**src/pkg/pwr_regs_params.svh**
```systemverilog
`ifndef PWR_REGS_PARAMS_SVH
`define PWR_REGS_PARAMS_SVH

// register indices (byte address = index * 4)
`define IDX_SELFTEST_BYTE0 8'h0C
`define IDX_SELFTEST_BYTE1 8'h0D
`define IDX_SELFTEST_BYTE2 8'h0E
`define IDX_SELFTEST_BYTE3 8'h0F
`define IDX_SELFTEST_TRIGGER 8'h10
`define IDX_BUTTON 8'h12
`define IDX_RUN_DELAY 8'h13
`define IDX_REST1_FRAME_PERIOD 8'h14
`define IDX_REST1_DELAY 8'h15
`define IDX_IRQ_STATUS 8'h20
`define IDX_IRQ_MASK 8'h21
`define IDX_MODE 8'h22

`define RST_RUN_DELAY 8'h04
`define RST_REST1_FRAME_PERIOD 8'h01
`define RST_REST1_DELAY 8'h1F
`define RST_SELFTEST 8'h00

`define BTN_STATE_BIT 0
`define BTN_FALL_LSB 4
`define BTN_RISE_LSB 6

`define RUN_FRAMES_PER_UNIT 8
`define REST1_FRAMES_PER_UNIT 16
`define SYS_CLK_HZ 25000000
`define RUN_FRAME_MS 8
`define HIB_CLK_HZ 100
`define PCLK_HZ 100000000

`define IRQ_BIT_REST1 0
`define IRQ_BIT_REST2 1
`define IRQ_BIT_BTN 2
`define IRQ_BIT_SELFTEST 3
`define IRQ_W 4

`endif

```
**src/pkg/pwr_regs_pkg.sv**
```systemverilog
package pwr_regs_pkg;
  typedef enum logic [1:0] {
    MODE_RUN = 2'b00,
    MODE_REST1 = 2'b01,
    MODE_REST2 = 2'b10
  } pwr_mode_e;
endpackage : pwr_regs_pkg

```
**src/design/tick_div.sv**
```systemverilog
`timescale 1ns/1ps
// divides pclk into a one-cycle tick every DIV cycles
module tick_div #(
  parameter int DIV = 4
) (
  input wire logic pclk,
  input wire logic presetn,
  input wire logic restart,
  output logic tick
);
  typedef struct packed {
    logic [31:0] cnt;
    logic tick;
  } st_s;
  st_s q, d;
  always_comb begin
    d = q;
    d.tick = 1'b0;
    if (restart) begin
      d.cnt = 32'h0;
    end else if (q.cnt == 32'(DIV - 1)) begin
      d.cnt = 32'h0;
      d.tick = 1'b1;
    end else begin
      d.cnt = q.cnt + 32'h1;
    end
  end
  always_ff @(posedge pclk or negedge presetn) begin
    if (!presetn) begin
      q <= '0;
    end else begin
      q <= d;
    end
  end
  assign tick = q.tick;
endmodule : tick_div

```
**src/design/power_downshift_button_selftest_regs.sv**
```systemverilog
// Added by the designer: register access over APB.
`timescale 1ns/1ps
`include "pwr_regs_params.svh"
// How it works
// [RL1] four read-only self-test result bytes, 0x0c-0x0f
// [RL2] write-only trigger at 0x10 launches self-test
// [RL3] button bit 0 shows current button
// [RL4] bits 7:6 count button rising edges
// [RL5] bits 5:4 count button falling edges
// [RL6] any write restarts counters, data dropped
// [RL7] run to rest1 after count*8 run frames
// [RL8] run frame timing from 25 MHz clock; code counts pclk cycles at PCLK_HZ (100 MHz) instead
// [RL9] rest1 frame period (field+1)*10 ms
// [RL10] rest timing from 100 Hz hibernate clock; code divides pclk by PCLK_HZ / HIB_CLK_HZ instead
// [RL11] rest1 to rest2 after count*16 rest1 frames
// [RL12] motion returns to run, restarts timers
// [RL13] host keeps counts within documented limits
module power_downshift_button_selftest_regs #(
  parameter int RUN_FRAME_CYCLES = `PCLK_HZ / 1000 * `RUN_FRAME_MS,
  parameter int HIB_TICK_CYCLES = `PCLK_HZ / `HIB_CLK_HZ,
  parameter int SELFTEST_CYCLES = 64
) (
  input wire logic pclk,
  input wire logic presetn,
  input wire logic psel,
  input wire logic penable,
  input wire logic pwrite,
  input wire logic [11:0] paddr,
  input wire logic [31:0] pwdata,
  input wire logic [3:0] pstrb,
  output logic [31:0] prdata,
  output logic pready,
  output logic pslverr,
  input wire logic button_in,
  input wire logic motion_in,
  input wire logic [31:0] selftest_result_in,
  output logic selftest_busy,
  output logic frame_strobe,
  output logic [1:0] power_mode,
  output logic irq
);
  typedef struct packed {
    logic [7:0] sel_byte0;
    logic [7:0] sel_byte1;
    logic [7:0] sel_byte2;
    logic [7:0] sel_byte3;
    logic st_busy;
    logic [7:0] st_cnt;
    logic btn_q;
    logic [1:0] rise_cnt;
    logic [1:0] fall_cnt;
    logic [7:0] run_delay;
    logic [7:0] rest1_frame_period;
    logic [7:0] rest1_delay;
    pwr_regs_pkg::pwr_mode_e mode;
    logic [7:0] frame_cnt;
    logic [7:0] hib_cnt;
    logic [15:0] unit_cnt;
    logic frame;
    logic [`IRQ_W-1:0] irq_stat;
    logic [`IRQ_W-1:0] irq_mask;
    logic [31:0] rdata;
    logic err;
  } st_s;

  st_s q, d;
  logic run_tick;
  logic hib_tick;
  logic setup;
  logic access;
  logic mapped;
  logic [9:0] idx;
  logic [`IRQ_W-1:0] ev;

  // run frames and hibernate ticks restart with motion so the downshift window is exact
  tick_div #(.DIV(RUN_FRAME_CYCLES)) u_run_div ( // RL8
    .pclk(pclk),
    .presetn(presetn),
    .restart(motion_in),
    .tick(run_tick)
  );
  tick_div #(.DIV(HIB_TICK_CYCLES)) u_hib_div ( // RL10
    .pclk(pclk),
    .presetn(presetn),
    .restart(motion_in),
    .tick(hib_tick)
  );

  assign idx = paddr[11:2];
  assign setup = psel && !penable;
  assign access = psel && penable;

  always_comb begin
    unique case (idx[7:0])
      `IDX_SELFTEST_BYTE0, `IDX_SELFTEST_BYTE1, `IDX_SELFTEST_BYTE2, `IDX_SELFTEST_BYTE3,
      `IDX_SELFTEST_TRIGGER, `IDX_BUTTON, `IDX_RUN_DELAY, `IDX_REST1_FRAME_PERIOD, `IDX_REST1_DELAY,
      `IDX_IRQ_STATUS, `IDX_IRQ_MASK, `IDX_MODE: mapped = (idx[9:8] == 2'b00);
      default: mapped = 1'b0;
    endcase
  end

  always_comb begin
    d = q;
    ev = '0;
    d.frame = 1'b0;

    // button edges
    d.btn_q = button_in; // RL3
    if (button_in && !q.btn_q) begin
      d.rise_cnt = q.rise_cnt + 2'h1; // RL4
      ev[`IRQ_BIT_BTN] = 1'b1;
    end
    if (!button_in && q.btn_q) begin
      d.fall_cnt = q.fall_cnt + 2'h1; // RL5
      ev[`IRQ_BIT_BTN] = 1'b1;
    end

    // self-test run
    if (q.st_busy) begin
      if (q.st_cnt == 8'(SELFTEST_CYCLES - 1)) begin
        d.st_busy = 1'b0;
        d.sel_byte0 = selftest_result_in[7:0]; // RL1
        d.sel_byte1 = selftest_result_in[15:8];
        d.sel_byte2 = selftest_result_in[23:16];
        d.sel_byte3 = selftest_result_in[31:24];
        ev[`IRQ_BIT_SELFTEST] = 1'b1;
      end else begin
        d.st_cnt = q.st_cnt + 8'h1;
      end
    end

    // power mode sequencing
    if (motion_in) begin
      d.mode = pwr_regs_pkg::MODE_RUN; // RL12
      d.frame_cnt = 8'h0;
      d.hib_cnt = 8'h0;
      d.unit_cnt = 16'h0;
    end else begin
      unique case (q.mode)
        pwr_regs_pkg::MODE_RUN: begin
          if (run_tick) begin
            d.frame = 1'b1;
            if (q.unit_cnt + 16'h1 >= 16'(q.run_delay) * 16'(`RUN_FRAMES_PER_UNIT)) begin // RL7
              d.mode = pwr_regs_pkg::MODE_REST1;
              d.unit_cnt = 16'h0;
              d.hib_cnt = 8'h0;
              ev[`IRQ_BIT_REST1] = 1'b1;
            end else begin
              d.unit_cnt = q.unit_cnt + 16'h1;
            end
          end
        end
        pwr_regs_pkg::MODE_REST1: begin
          if (hib_tick) begin // RL10
            if (q.hib_cnt >= q.rest1_frame_period) begin // RL9
              d.hib_cnt = 8'h0;
              d.frame = 1'b1;
              if (q.unit_cnt + 16'h1 >= 16'(q.rest1_delay) * 16'(`REST1_FRAMES_PER_UNIT)) begin // RL11
                d.mode = pwr_regs_pkg::MODE_REST2;
                d.unit_cnt = 16'h0;
                ev[`IRQ_BIT_REST2] = 1'b1;
              end else begin
                d.unit_cnt = q.unit_cnt + 16'h1;
              end
            end else begin
              d.hib_cnt = q.hib_cnt + 8'h1;
            end
          end
        end
        pwr_regs_pkg::MODE_REST2: begin
          d.unit_cnt = 16'h0;
        end
        default: begin
          d.mode = pwr_regs_pkg::MODE_RUN;
        end
      endcase
    end

    // apb access phase, one wait-free cycle
    d.err = 1'b0;
    d.rdata = 32'h0;
    if (access) begin
      d.err = !mapped;
      if (pwrite && mapped) begin
        unique case (idx[7:0])
          `IDX_SELFTEST_TRIGGER: begin
            if (!q.st_busy) begin
              d.st_busy = 1'b1; // RL2
              d.st_cnt = 8'h0;
            end
          end
          `IDX_BUTTON: begin
            d.rise_cnt = 2'h0; // RL6
            d.fall_cnt = 2'h0;
          end
          `IDX_RUN_DELAY: if (pstrb[0]) d.run_delay = pwdata[7:0];
          `IDX_REST1_FRAME_PERIOD: if (pstrb[0]) d.rest1_frame_period = pwdata[7:0];
          `IDX_REST1_DELAY: if (pstrb[0]) d.rest1_delay = pwdata[7:0];
          `IDX_IRQ_MASK: if (pstrb[0]) d.irq_mask = pwdata[`IRQ_W-1:0];
          `IDX_IRQ_STATUS: if (pstrb[0]) d.irq_stat = q.irq_stat & ~pwdata[`IRQ_W-1:0];
          default: d.err = 1'b0;
        endcase
      end
    end
    // setup phase prepares read data so it is a flop output during access
    if (setup && !pwrite) begin
      unique case (idx[7:0])
        `IDX_SELFTEST_BYTE0: d.rdata = {24'h0, q.sel_byte0}; // RL1
        `IDX_SELFTEST_BYTE1: d.rdata = {24'h0, q.sel_byte1};
        `IDX_SELFTEST_BYTE2: d.rdata = {24'h0, q.sel_byte2};
        `IDX_SELFTEST_BYTE3: d.rdata = {24'h0, q.sel_byte3};
        `IDX_BUTTON: d.rdata = {24'h0, d.rise_cnt, d.fall_cnt, 3'h0, q.btn_q};
        `IDX_RUN_DELAY: d.rdata = {24'h0, q.run_delay};
        `IDX_REST1_FRAME_PERIOD: d.rdata = {24'h0, q.rest1_frame_period};
        `IDX_REST1_DELAY: d.rdata = {24'h0, q.rest1_delay};
        `IDX_IRQ_STATUS: d.rdata = {28'h0, q.irq_stat};
        `IDX_IRQ_MASK: d.rdata = {28'h0, q.irq_mask};
        `IDX_MODE: d.rdata = {29'h0, q.st_busy, q.mode};
        default: d.rdata = 32'h0;
      endcase
    end
    // set wins over a same-cycle clear
    d.irq_stat = d.irq_stat | ev;
  end

  always_ff @(posedge pclk or negedge presetn) begin
    if (!presetn) begin
      q <= '0;
      q.sel_byte3 <= `RST_SELFTEST;
      q.run_delay <= `RST_RUN_DELAY;
      q.rest1_frame_period <= `RST_REST1_FRAME_PERIOD;
      q.rest1_delay <= `RST_REST1_DELAY;
      q.mode <= pwr_regs_pkg::MODE_RUN;
    end else begin
      q <= d;
    end
  end

  assign pready = 1'b1;
  assign prdata = q.rdata;
  assign pslverr = access && !mapped;
  assign selftest_busy = q.st_busy;
  assign frame_strobe = q.frame;
  assign power_mode = q.mode;
  assign irq = |(q.irq_stat & q.irq_mask);
endmodule : power_downshift_button_selftest_regs

```
**config.mk**
```make
export PLATFORM = sky130hd
export DESIGN_NAME = power_downshift_button_selftest_regs
export DESIGN_NICKNAME = d
export VERILOG_FILES = /design/src/pkg/pwr_regs_pkg.sv /design/src/design/tick_div.sv /design/src/design/power_downshift_button_selftest_regs.sv
export VERILOG_INCLUDE_DIRS = /design/src /design/src/pkg
export SDC_FILE = /design/constraint.sdc
export NUM_CORES = 1
export LEC_CHECK = 0
export BUFFER_PORTS_ARGS = -buffer_cell sky130_fd_sc_hd__buf_4
export CAP_MARGIN = 20
export CORE_ASPECT_RATIO = 1.2
export CORE_UTILIZATION = 40
export DETAILED_ROUTE_END_ITERATION = 8
export PLACE_DENSITY = 0.57
export SLEW_MARGIN = 25
export SYNTH_ARGS = -nofsm -noshare
export SYNTH_HDL_FRONTEND = slang
export SYNTH_SLANG_ARGS = --single-unit
```
**constraint.sdc**
```tcl
create_clock -name pclk -period 3.1 [get_ports pclk]
set_input_delay 0.31 -clock pclk [delete_from_list [all_inputs] [get_ports pclk]]
set_output_delay 0.31 -clock pclk [all_outputs]
set_load 0.02 [all_outputs]
```
# == Word level (Yosys, flattened, before mapping) ==
# Cells that the tools add are included.
# classes
n_lt_le_gt_ge,3
n_eq_ne,23
add_sub_neg,7
reduce_logical,26
n_mux,66
bitwise_logic,4
# op_table
operator,count
32-bit 2-to-1 mux,4
8-bit 2-to-1 mux,12
8-bit one-hot mux with 11 select lines,1
32-bit by 1-bit adder with 32-bit output (second input constant),2
32-bit by 20-bit == test with 1-bit output (second input constant),2
28-bit 2-to-1 mux,2
25-bit 2-to-1 mux,2
16-bit one-hot mux with 3 select lines,1
9-bit 2-to-1 mux,5
8-bit by 5-bit == test with 1-bit output (second input constant),5
8-bit by 4-bit == test with 1-bit output (second input constant),4
8-bit by 6-bit == test with 1-bit output (second input constant),4
16-bit 2-to-1 mux,2
24-bit 2-to-1 mux,1
4-bit AND reduction,6
4-bit 2-to-1 mux,5
1-bit 2-to-1 mux,18
2-bit 2-to-1 mux,9
17-bit 2-to-1 mux,1
16-bit by 1-bit adder with 16-bit output (second input constant),1
8-bit by 1-bit adder with 8-bit output (second input constant),2
16-bit by 11-bit greater-or-equal comparator with 1-bit output,1
16-bit by 12-bit greater-or-equal comparator with 1-bit output,1
8-bit one-hot mux with 2 select lines,1
21 further kinds,37
# word_totals
input_bits,87
ff_bits,203
out_inout_bits,39

# == Logic depth before layout (Yosys ltp) ==
# Gate-level depths: netlist of run 1.
# logic_depth
ltp_word,8
depth_mapped,15

# == Hierarchy ==
# A second synthesis of run 1 with hierarchy kept.
# hier_totals
cells_unflattened,1029
area_unflattened_um2,10288.6
# modules_own_cells
module,instances,area_each_um2,cells_each
power_downshift_button_selftest_regs,1,6747.7,650
tick_div (u_hib_div),1,1786.7,195
tick_div (u_run_div),1,1754.2,184

# == Worst setup path after synthesis of run 1 ==
# OpenSTA, ideal clock, no wires.
# synth_path
kind,register -> register
startpoint,reg q[42] in the netlist's numbering
endpoint,reg q[48] in the netlist's numbering
stages_incl_launch_ff,14
required_time_ns,3.008
arrival_time_ns,3.055
path_slack_ns,-0.047
path_buffers,0
setup_ns,0.092
cell_sequence,dfrtp_1 ha_1 and2_1 nand3_1 or3_1 nand2b_1 ha_1 a21oi_1 o21ai_0 nor4b_1 a21oi_1 o32ai_4 nand3_4 o31ai_2
# synth_between
elab_chain_len,7
word_cells_on_any_way,10
# synth_rtl
item,line_no,rtl
"start, declared",power_downshift_button_selftest_regs.sv:66,"st_s q, d;"
16-bit by 1-bit adder with 16-bit output (*),-,
16-bit by 12-bit greater-or-equal comparator with 1-bit output,power_downshift_button_selftest_regs.sv:158,if (q.unit_cnt + 16'h1 >= 16'(q.rest1_delay) * 16'(`REST1_FRAMES_PER_UNIT)) begin
16-bit 2-to-1 mux,power_downshift_button_selftest_regs.sv:158,
17-bit 2-to-1 mux,power_downshift_button_selftest_regs.sv:155,if (q.hib_cnt >= q.rest1_frame_period) begin
25-bit 2-to-1 mux,power_downshift_button_selftest_regs.sv:154,if (hib_tick) begin
16-bit one-hot mux with 3 select lines (*),power_downshift_button_selftest_regs.sv:139,unique case (q.mode)
24-bit 2-to-1 mux (*),power_downshift_button_selftest_regs.sv:133,if (motion_in) begin
# Every way passes the cells marked *; elsewhere a longest branch is shown, timed or not. The select of a mux whose other input is x is not followed.
# A chain may end at the register's enable or synchronous reset.

# == Worst setup path after layout of run 1 ==
# layout_path
startpoint,reg q[44] in the netlist's numbering
endpoint,reg q[61] in the netlist's numbering
# layout_between
elab_chain_len,4
# layout_rtl
item,line_no,rtl
16-bit by 1-bit adder with 16-bit output,power_downshift_button_selftest_regs.sv:143,if (q.unit_cnt + 16'h1 >= 16'(q.run_delay) * 16'(`RUN_FRAMES_PER_UNIT)) begin
16-bit by 11-bit greater-or-equal comparator with 1-bit output,power_downshift_button_selftest_regs.sv:143,
3-bit inequality test (no line),-,
4-bit AND reduction (no line),-,
# Every way passes these cells.

==> metrics.txt, run 1 <==
hold wc startpoint=button_in; Hold Crit Class=input pin to flop; area leader, netlist=dfrtp_1; global-route wire length before repair=36600 um; crit-path cells=and4_4 > and2_4 > nand3_2 > o21a_1 > nand2b_4 > buf_4 > ha_4 > nand3_2 > nor2_2 > a211oi_2 > o211ai_1 > a31oi_4 > or2_4 > o31ai_1; Synth-to-Final Area Change=19.5%; largest net degree at the start of global routing=77; Die X-Extent=145 um; reg2reg start=q[44]$_DFFE_PN0P_; post-DR vias/cell=5.18; share of cells above drive strength 1=0.254; Die Height=173 um; PortBufs=71; sequential fraction of the synthesis area=0.460; Placer Congestion=0.811; initial antenna violation count=0; # DRC=0; I/O Pins=~130; die area=roughly 25000 um^2; Worst path max stage delay=350 ps; DRT antenna net count=0; final hold violation count=0; Yosys reg bits=179; core area=24000 um^2; Post-Syn Instances=973; drt total wl=between 20000 and 25000 um; Worst EP required=3430 ps; slowest CP cell=dfrtp_1; Num CTS Buffers=17; CTS Buffer Depth=2; Nets=between 1k and 1.5k; Setup-failing EPs final=0; later-pin clock latency in the skew report=430 ps; Hold Slack=14.9 ps; Worst EP arrival=3280 ps; Final Skew=10.1 ps; critical path class=flop to flop; leakage=5.25 nW; Reg2Reg Depth=14; capturing point of the worst reg2reg path=q[61]$_DFFE_PN0P_; Post-DP HPWL=16100 um; Hold Path Depth=1; Fmax achieved=0.339 GHz; total number of H-tree levels=4; CP Launch Type=flop; Cell variety after synth=74; DR WL/cell=15.8 um; Root Driver=clkbuf_16; initial core utilization=0.407; Async SR Flop Fraction=1.00; Overflow after GRT=0; Worst Path Max Fanout=7; Total GRT Usage=0.187; Site Rows=62; antenna cells=0; Syn Std Cell Area=9760 um^2; Worst-path clk slew=approximately 70 ps; Worst Max-Slew Pin Slew=763 ps; Synth top area share=0.441; Max-slew headroom=0.491; worst vdd ir=0.357 mV; most frequent cells in the layout=dfrtp_1, buf_4, nor2_1; Core Util, Final=0.486; via count=7281; Worst setup EP type=flop; R2R setup slack=150 ps; ranking of synthesized cells by area=dfrtp_1, mux2_2, ha_1; CTS tree=done; most frequent CP cell=nand3_2; initial drt markers=362; status=complete, no violations; clock sinks=179; Post-synth EDFFs=0; Power Density=455 nW/um^2; DRT Pass-1 Iters=5; Max Slew Vio Count=0; min Tclk post-route=2950 ps; yosys warns=0; final cycle utilization of the critical path=0.952; vias in the first global route=7264; hold endpoint=q[104]$_DFF_PN0_; leading cell type in the layout, fill and taps excluded=dfrtp_1; ys flop type=dfrtp_1; max cap viols=0; Mapped Avg Cell Area=10.0 um^2
==> what timing repair did <==
item,CTS,global route
endpoints found under the setup margin,19,22
buffers inserted,3,2
pin swaps,11,17
endpoints found under the hold margin,71,0
gates resized for setup,12,41
cloned,1,0
hold buffers,1,0
==> critical path, delay by kind of cell (launching register included) <==
| family | cells | cell delay, ps |
|---|---|---|
| and+or+nand+nor | 7 | 1180 |
| DFF | 1 | 350 |
| adders and majority gates | 1 | 270 |
| AOI/OAI and AO/OA | 5 | 910 |
| buffers and inverters | 1 | 140 |
==> sequential cells by signal (all words and copies together) (netlist names) <==
register        flops
frame_strobe        1
power_mode          2
prdata              8
q                 101
selftest_busy       1
u_hib_div.q        32
u_hib_div.tick      1
u_run_div.q        32
u_run_div.tick      1
==> area by class of cell <==
cell class | instances | area [um^2]
clock buffers | 18 | 439
clock inverters | 13 | 129
fillers | 2269 | 12300
inverters | 44 | 165
multi-input cells | 712 | 5100
flip-flops and latches | 179 | 4490
well taps | 320 | 400
repair buffers | 120 | 940
==> cell usage after synthesis (all sizes together) (2+ instances only) <==
cell type	number
o21ai	45
and3	18
or4	3
nor4b	6
or3	8
or2	5
nand3	45
a22oi	10
a221oi	5
o31ai	10
conb	2
inv	43
mux2i	6
a222oi	5
nor2b	10
xor2	46
o21a	4
nand2	74
nand2b	10
a21bo	2
and2	11
mux4	7
dfrtp	172
nor3b	2
mux2	46
and4	8
buf	46
a21oi	37
a2111oi	2
a21o	2
clkbuf	16
ha	35
nor3	15
nand4	25
dfstp	7
o2111ai	3
nor4	16
nor2	115
xnor2	26
a31oi	3
o211ai	5
==> through the flow <==
stage,worst slack [ps],TNS [ps],std cells,instance area (um^2),total power [mW]
2_1_floorplan,17.8,0,996,9840,3.05
3_3_place_gp,-106,-194,1368,10800,3.25
3_5_place_dp,-118,-512,1368,10800,3.27
4_1_cts,6.12,0,1404,11500,5.38
5_1_grt,-19.4,-38.7,1406,11700,5.54
6_report,148,0,1406,11700,5.31
==> routing by layer <==
| metal | share of wire | vias to the layer above | track usage |
|---|---|---|---|
| met4 | 0.012 | 0 | 0.0504 |
| li1 | - | 3587 | - |
| met5 | 0 | - | 0 |
| met3 | 0.027 | 18 | 0.0271 |
| met2 | 0.51 | 106 | 0.313 |
| met1 | 0.45 | 3570 | 0.249 |
==> worst max path at each step <==
stage	from	endpoint	slack (ps)	depth (start not counted)
detailed placement	q[44]$_DFFE_PN0P_	power_mode[0]$_DFFE_PN0P_	-120	13
finish	q[44]$_DFFE_PN0P_	q[61]$_DFFE_PN0P_	150	14
CTS	q[44]$_DFFE_PN0P_	q[48]$_DFFE_PN0P_	6	13
global placement	q[45]$_DFFE_PN0P_	power_mode[0]$_DFFE_PN0P_	-110	13
floorplan	q[44]$_DFFE_PN0P_	power_mode[0]$_DFFE_PN0P_	20	13
global route	q[46]$_DFFE_PN0P_	q[50]$_DFFE_PN0P_	-20	13
==> cells by family after synthesis <==
family / Yosys count / synth area share
other: 2 / 0.000770
xor gates and xnor gates: 72 / 0.0646
DFF: 179 / 0.460
muxes: 59 / 0.0754
AOI/OAI and AO/OA: 145 / 0.103
buffers and inverters: 106 / 0.0555
adders and majority gates: 35 / 0.0449
and+or+nand+nor: 375 / 0.196
==> power breakdown <==
part / leakage [nW] / switching (mW) / internal, mW / total [mW]
logic: 2.60 / 0.292 / 0.288 / 0.580
clock network: 0.279 / 0.952 / 1.14 / 2.09
registers: 2.38 / 0.115 / 2.52 / 2.64
No activity file was read; power rests on OpenSTA's default activity.
==> run 2: changes to the inputs <==
--- a/config.mk
+++ b/config.mk
@@ -9,9 +9,9 @@
 export BUFFER_PORTS_ARGS = -buffer_cell sky130_fd_sc_hd__buf_4
 export CAP_MARGIN = 20
 export CORE_ASPECT_RATIO = 1.2
-export CORE_UTILIZATION = 40
+export CORE_UTILIZATION = 60
 export DETAILED_ROUTE_END_ITERATION = 8
-export PLACE_DENSITY = 0.57
+export PLACE_DENSITY = 0.78
 export SLEW_MARGIN = 25
 export SYNTH_ARGS = -nofsm -noshare
 export SYNTH_HDL_FRONTEND = slang
==> constraint.sdc (replaced) <==
create_clock -name pclk -period 3.4 [get_ports pclk]
set_input_delay 0.34 -clock pclk [delete_from_list [all_inputs] [get_ports pclk]]
set_output_delay 0.34 -clock pclk [all_outputs]
set_load 0.02 [all_outputs]
==> metrics.txt, run 2 (same netlist as run 1, synthesis figures left out) <==
met3 Use GR=0.0583; worst vdd ir=approximately 0.33 mV; Site Rows=50; reg2reg start=q[45]$_DFFE_PN0P_; Setup-failing EPs final=0; PortBufs=approximately 70; Worst Max-Slew Pin Slew=901 ps; largest net degree at the start of global routing=87; final cycle utilization of the critical path=0.953; Worst EP arrival=3600 ps; clock sinks=179; GR Util met2=0.454; initial antenna violation count=0; final hold violation count=0; total number of H-tree levels=4; Die X-Extent=118 um; core area=~16000 um^2; critical path class=flop to flop; crit-path cells=and4_2 > and2_1 > nand3_1 > or3_1 > nand2b_1 > ha_1 > a21oi_1 > o21ai_0 > nor4b_2 > a21oi_2 > o32ai_4 > buf_4 > nand3_2 > o21ai_0; DRT antenna net count=0; global-route wire length before repair=35700 um; met1 Usage GRT=0.346; Worst Setup EP=q[46]$_DFFE_PN0P_; post-route insts no fill=1269; R2R setup slack=160 ps; Root Driver=clkbuf_16; Biggest register=q; Final Skew=approximately 11 ps; Placer Congestion=just under 0.9; most frequent CP cell=o21ai_0; Synth-to-Final Area Change=14.5%; Total GRT Usage=0.270; Tot Pwr=5.12 mW; GRT busiest layer=met2; placed cells=around 1.2k; I/O Pins=~130; status=complete, no violations; Die Height=142 um; number of flip-flops in the largest register=slightly above 100; Power Density=458 nW/um^2; Max Slew Vio Count=0; max cap viols=0; Post-DP HPWL=14900 um; min Tclk post-route=3240 ps; drt total wl=21300 um; CTS Buffer Depth=2; Num CTS Buffers=17; DR WL/cell=16.8 um; most frequent cells in the layout=dfrtp_1, nor2_1, buf_4; Nets=1170; initial drt markers=504; later-pin clock latency in the skew report=~440 ps; Hold Crit Class=input pin to flop; # DRC=0; slowest CP cell=or3_1; Worst EP required=3760 ps; die area=16800 um^2; Worst-path clk slew=~70 ps; leakage=5.11 nW; Worst setup EP type=flop; capturing point of the worst reg2reg path=q[46]$_DFFE_PN0P_; leading cell type in the layout, fill and taps excluded=dfrtp_1; antenna cells=0; initial core utilization=0.619; Reg2Reg Depth=14; Max-slew headroom=0.395; DRT Pass-1 Iters=5; share of cells above drive strength 1=0.204; CP Launch Point=q[45]$_DFFE_PN0P_; vias in the first global route=7272; CTS tree=done; top flop regs=q: 101 flops, u_hib_div.q: 32 flops, u_run_div.q: 32 flops; via count=7406; Overflow after GRT=0; Fmax achieved=between 0.3 and 0.4 GHz; CP Launch Type=flop; Worst path max stage delay=between 300 and 400 ps; Worst Path Max Fanout=5; post-DR vias/cell=5.84
==> run 2: changes by cell type in the layout (fill, tap and decap cells not counted), moves of 4 or more <==
cell,before,now
buf_4,114,90
o21ai_0,38,45
clkinv_4,6,0
a21oi_1,32,36
bufinv_16,1,5
ha_1,31,35
o21ai_2,4,0
==> run 2: layout make-up <==
type | instances | area, um^2
clock buffer | 18 | 429
clock inverter | 14 | 223
fill | 1240 | 4590
inverter | 44 | 165
multi-input combinational | 712 | 4870
sequential | 179 | 4490
tap | 208 | 260
timing repair buffer | 94 | 737
==> run 2: how the worst min path moves through the flow <==
| stage | endpoint | slack, ps | startpoint | cells past startpoint |
|---|---|---|---|---|
| floorplan | frame_strobe$_DFF_PN0_ | 40 | presetn | 0 |
| global placement | q[145]$_DFFE_PN0P_ | 460 | presetn | 1 |
| detailed placement | q[137]$_DFFE_PN0P_ | 460 | presetn | 1 |
| CTS | q[104]$_DFF_PN0_ | 30 | button_in | 1 |
| global route | q[104]$_DFF_PN0_ | 30 | button_in | 1 |
| finish | q[104]$_DFF_PN0_ | 40 | button_in | 1 |
==> run 2: per-layer routing <==
| metal | up-vias | wire, um |
|---|---|---|
| met3 | 39 | 1070 |
| li1 | 3534 | - |
| met2 | 201 | 10900 |
| met1 | 3632 | 8960 |
| met4 | 0 | 436 |
| met5 | - | 0 |
==> run 2: what timing repair did <==
item                                    in CTS  in global routing
hold buffers                                 1                  0
setup buffers                                0                  1
endpoints found under the setup margin       0                 10
gates resized for setup                      0                  4
hold endpoints to repair                    14                  0
==> run 2: stage by stage <==
stage / worst slack [ps] / hold slack, ps / util / TNS, ps / area, um^2
after floorplan: 253 / 44.4 / - / 0 / 9840
after global placement: 228 / 461 / 0.665 / 0 / 10500
after detailed placement: 117 / 463 / 0.665 / 0 / 10500
after CTS: 79.9 / 33.1 / 0.707 / 0 / 11100
after global routing: -9.02 / 30.3 / 0.709 / -19.9 / 11200
final: 160 / 41.5 / 0.709 / 0 / 11200
==> run 2: worst max-delay path, delay by kind of cell (launching register included) <==
family / cells / cell delay (ps)
buf+inv: 1 / 170
compound gates: 5 / 1000
fa+ha+maj: 1 / 260
flops: 1 / 350
simple gates: 7 / 1360
==> run 2: power by group <==
part	internal, mW	switching [mW]	total [mW]
logic	0.259	0.272	0.531
registers	2.30	0.108	2.41
clock network	1.32	0.862	2.18
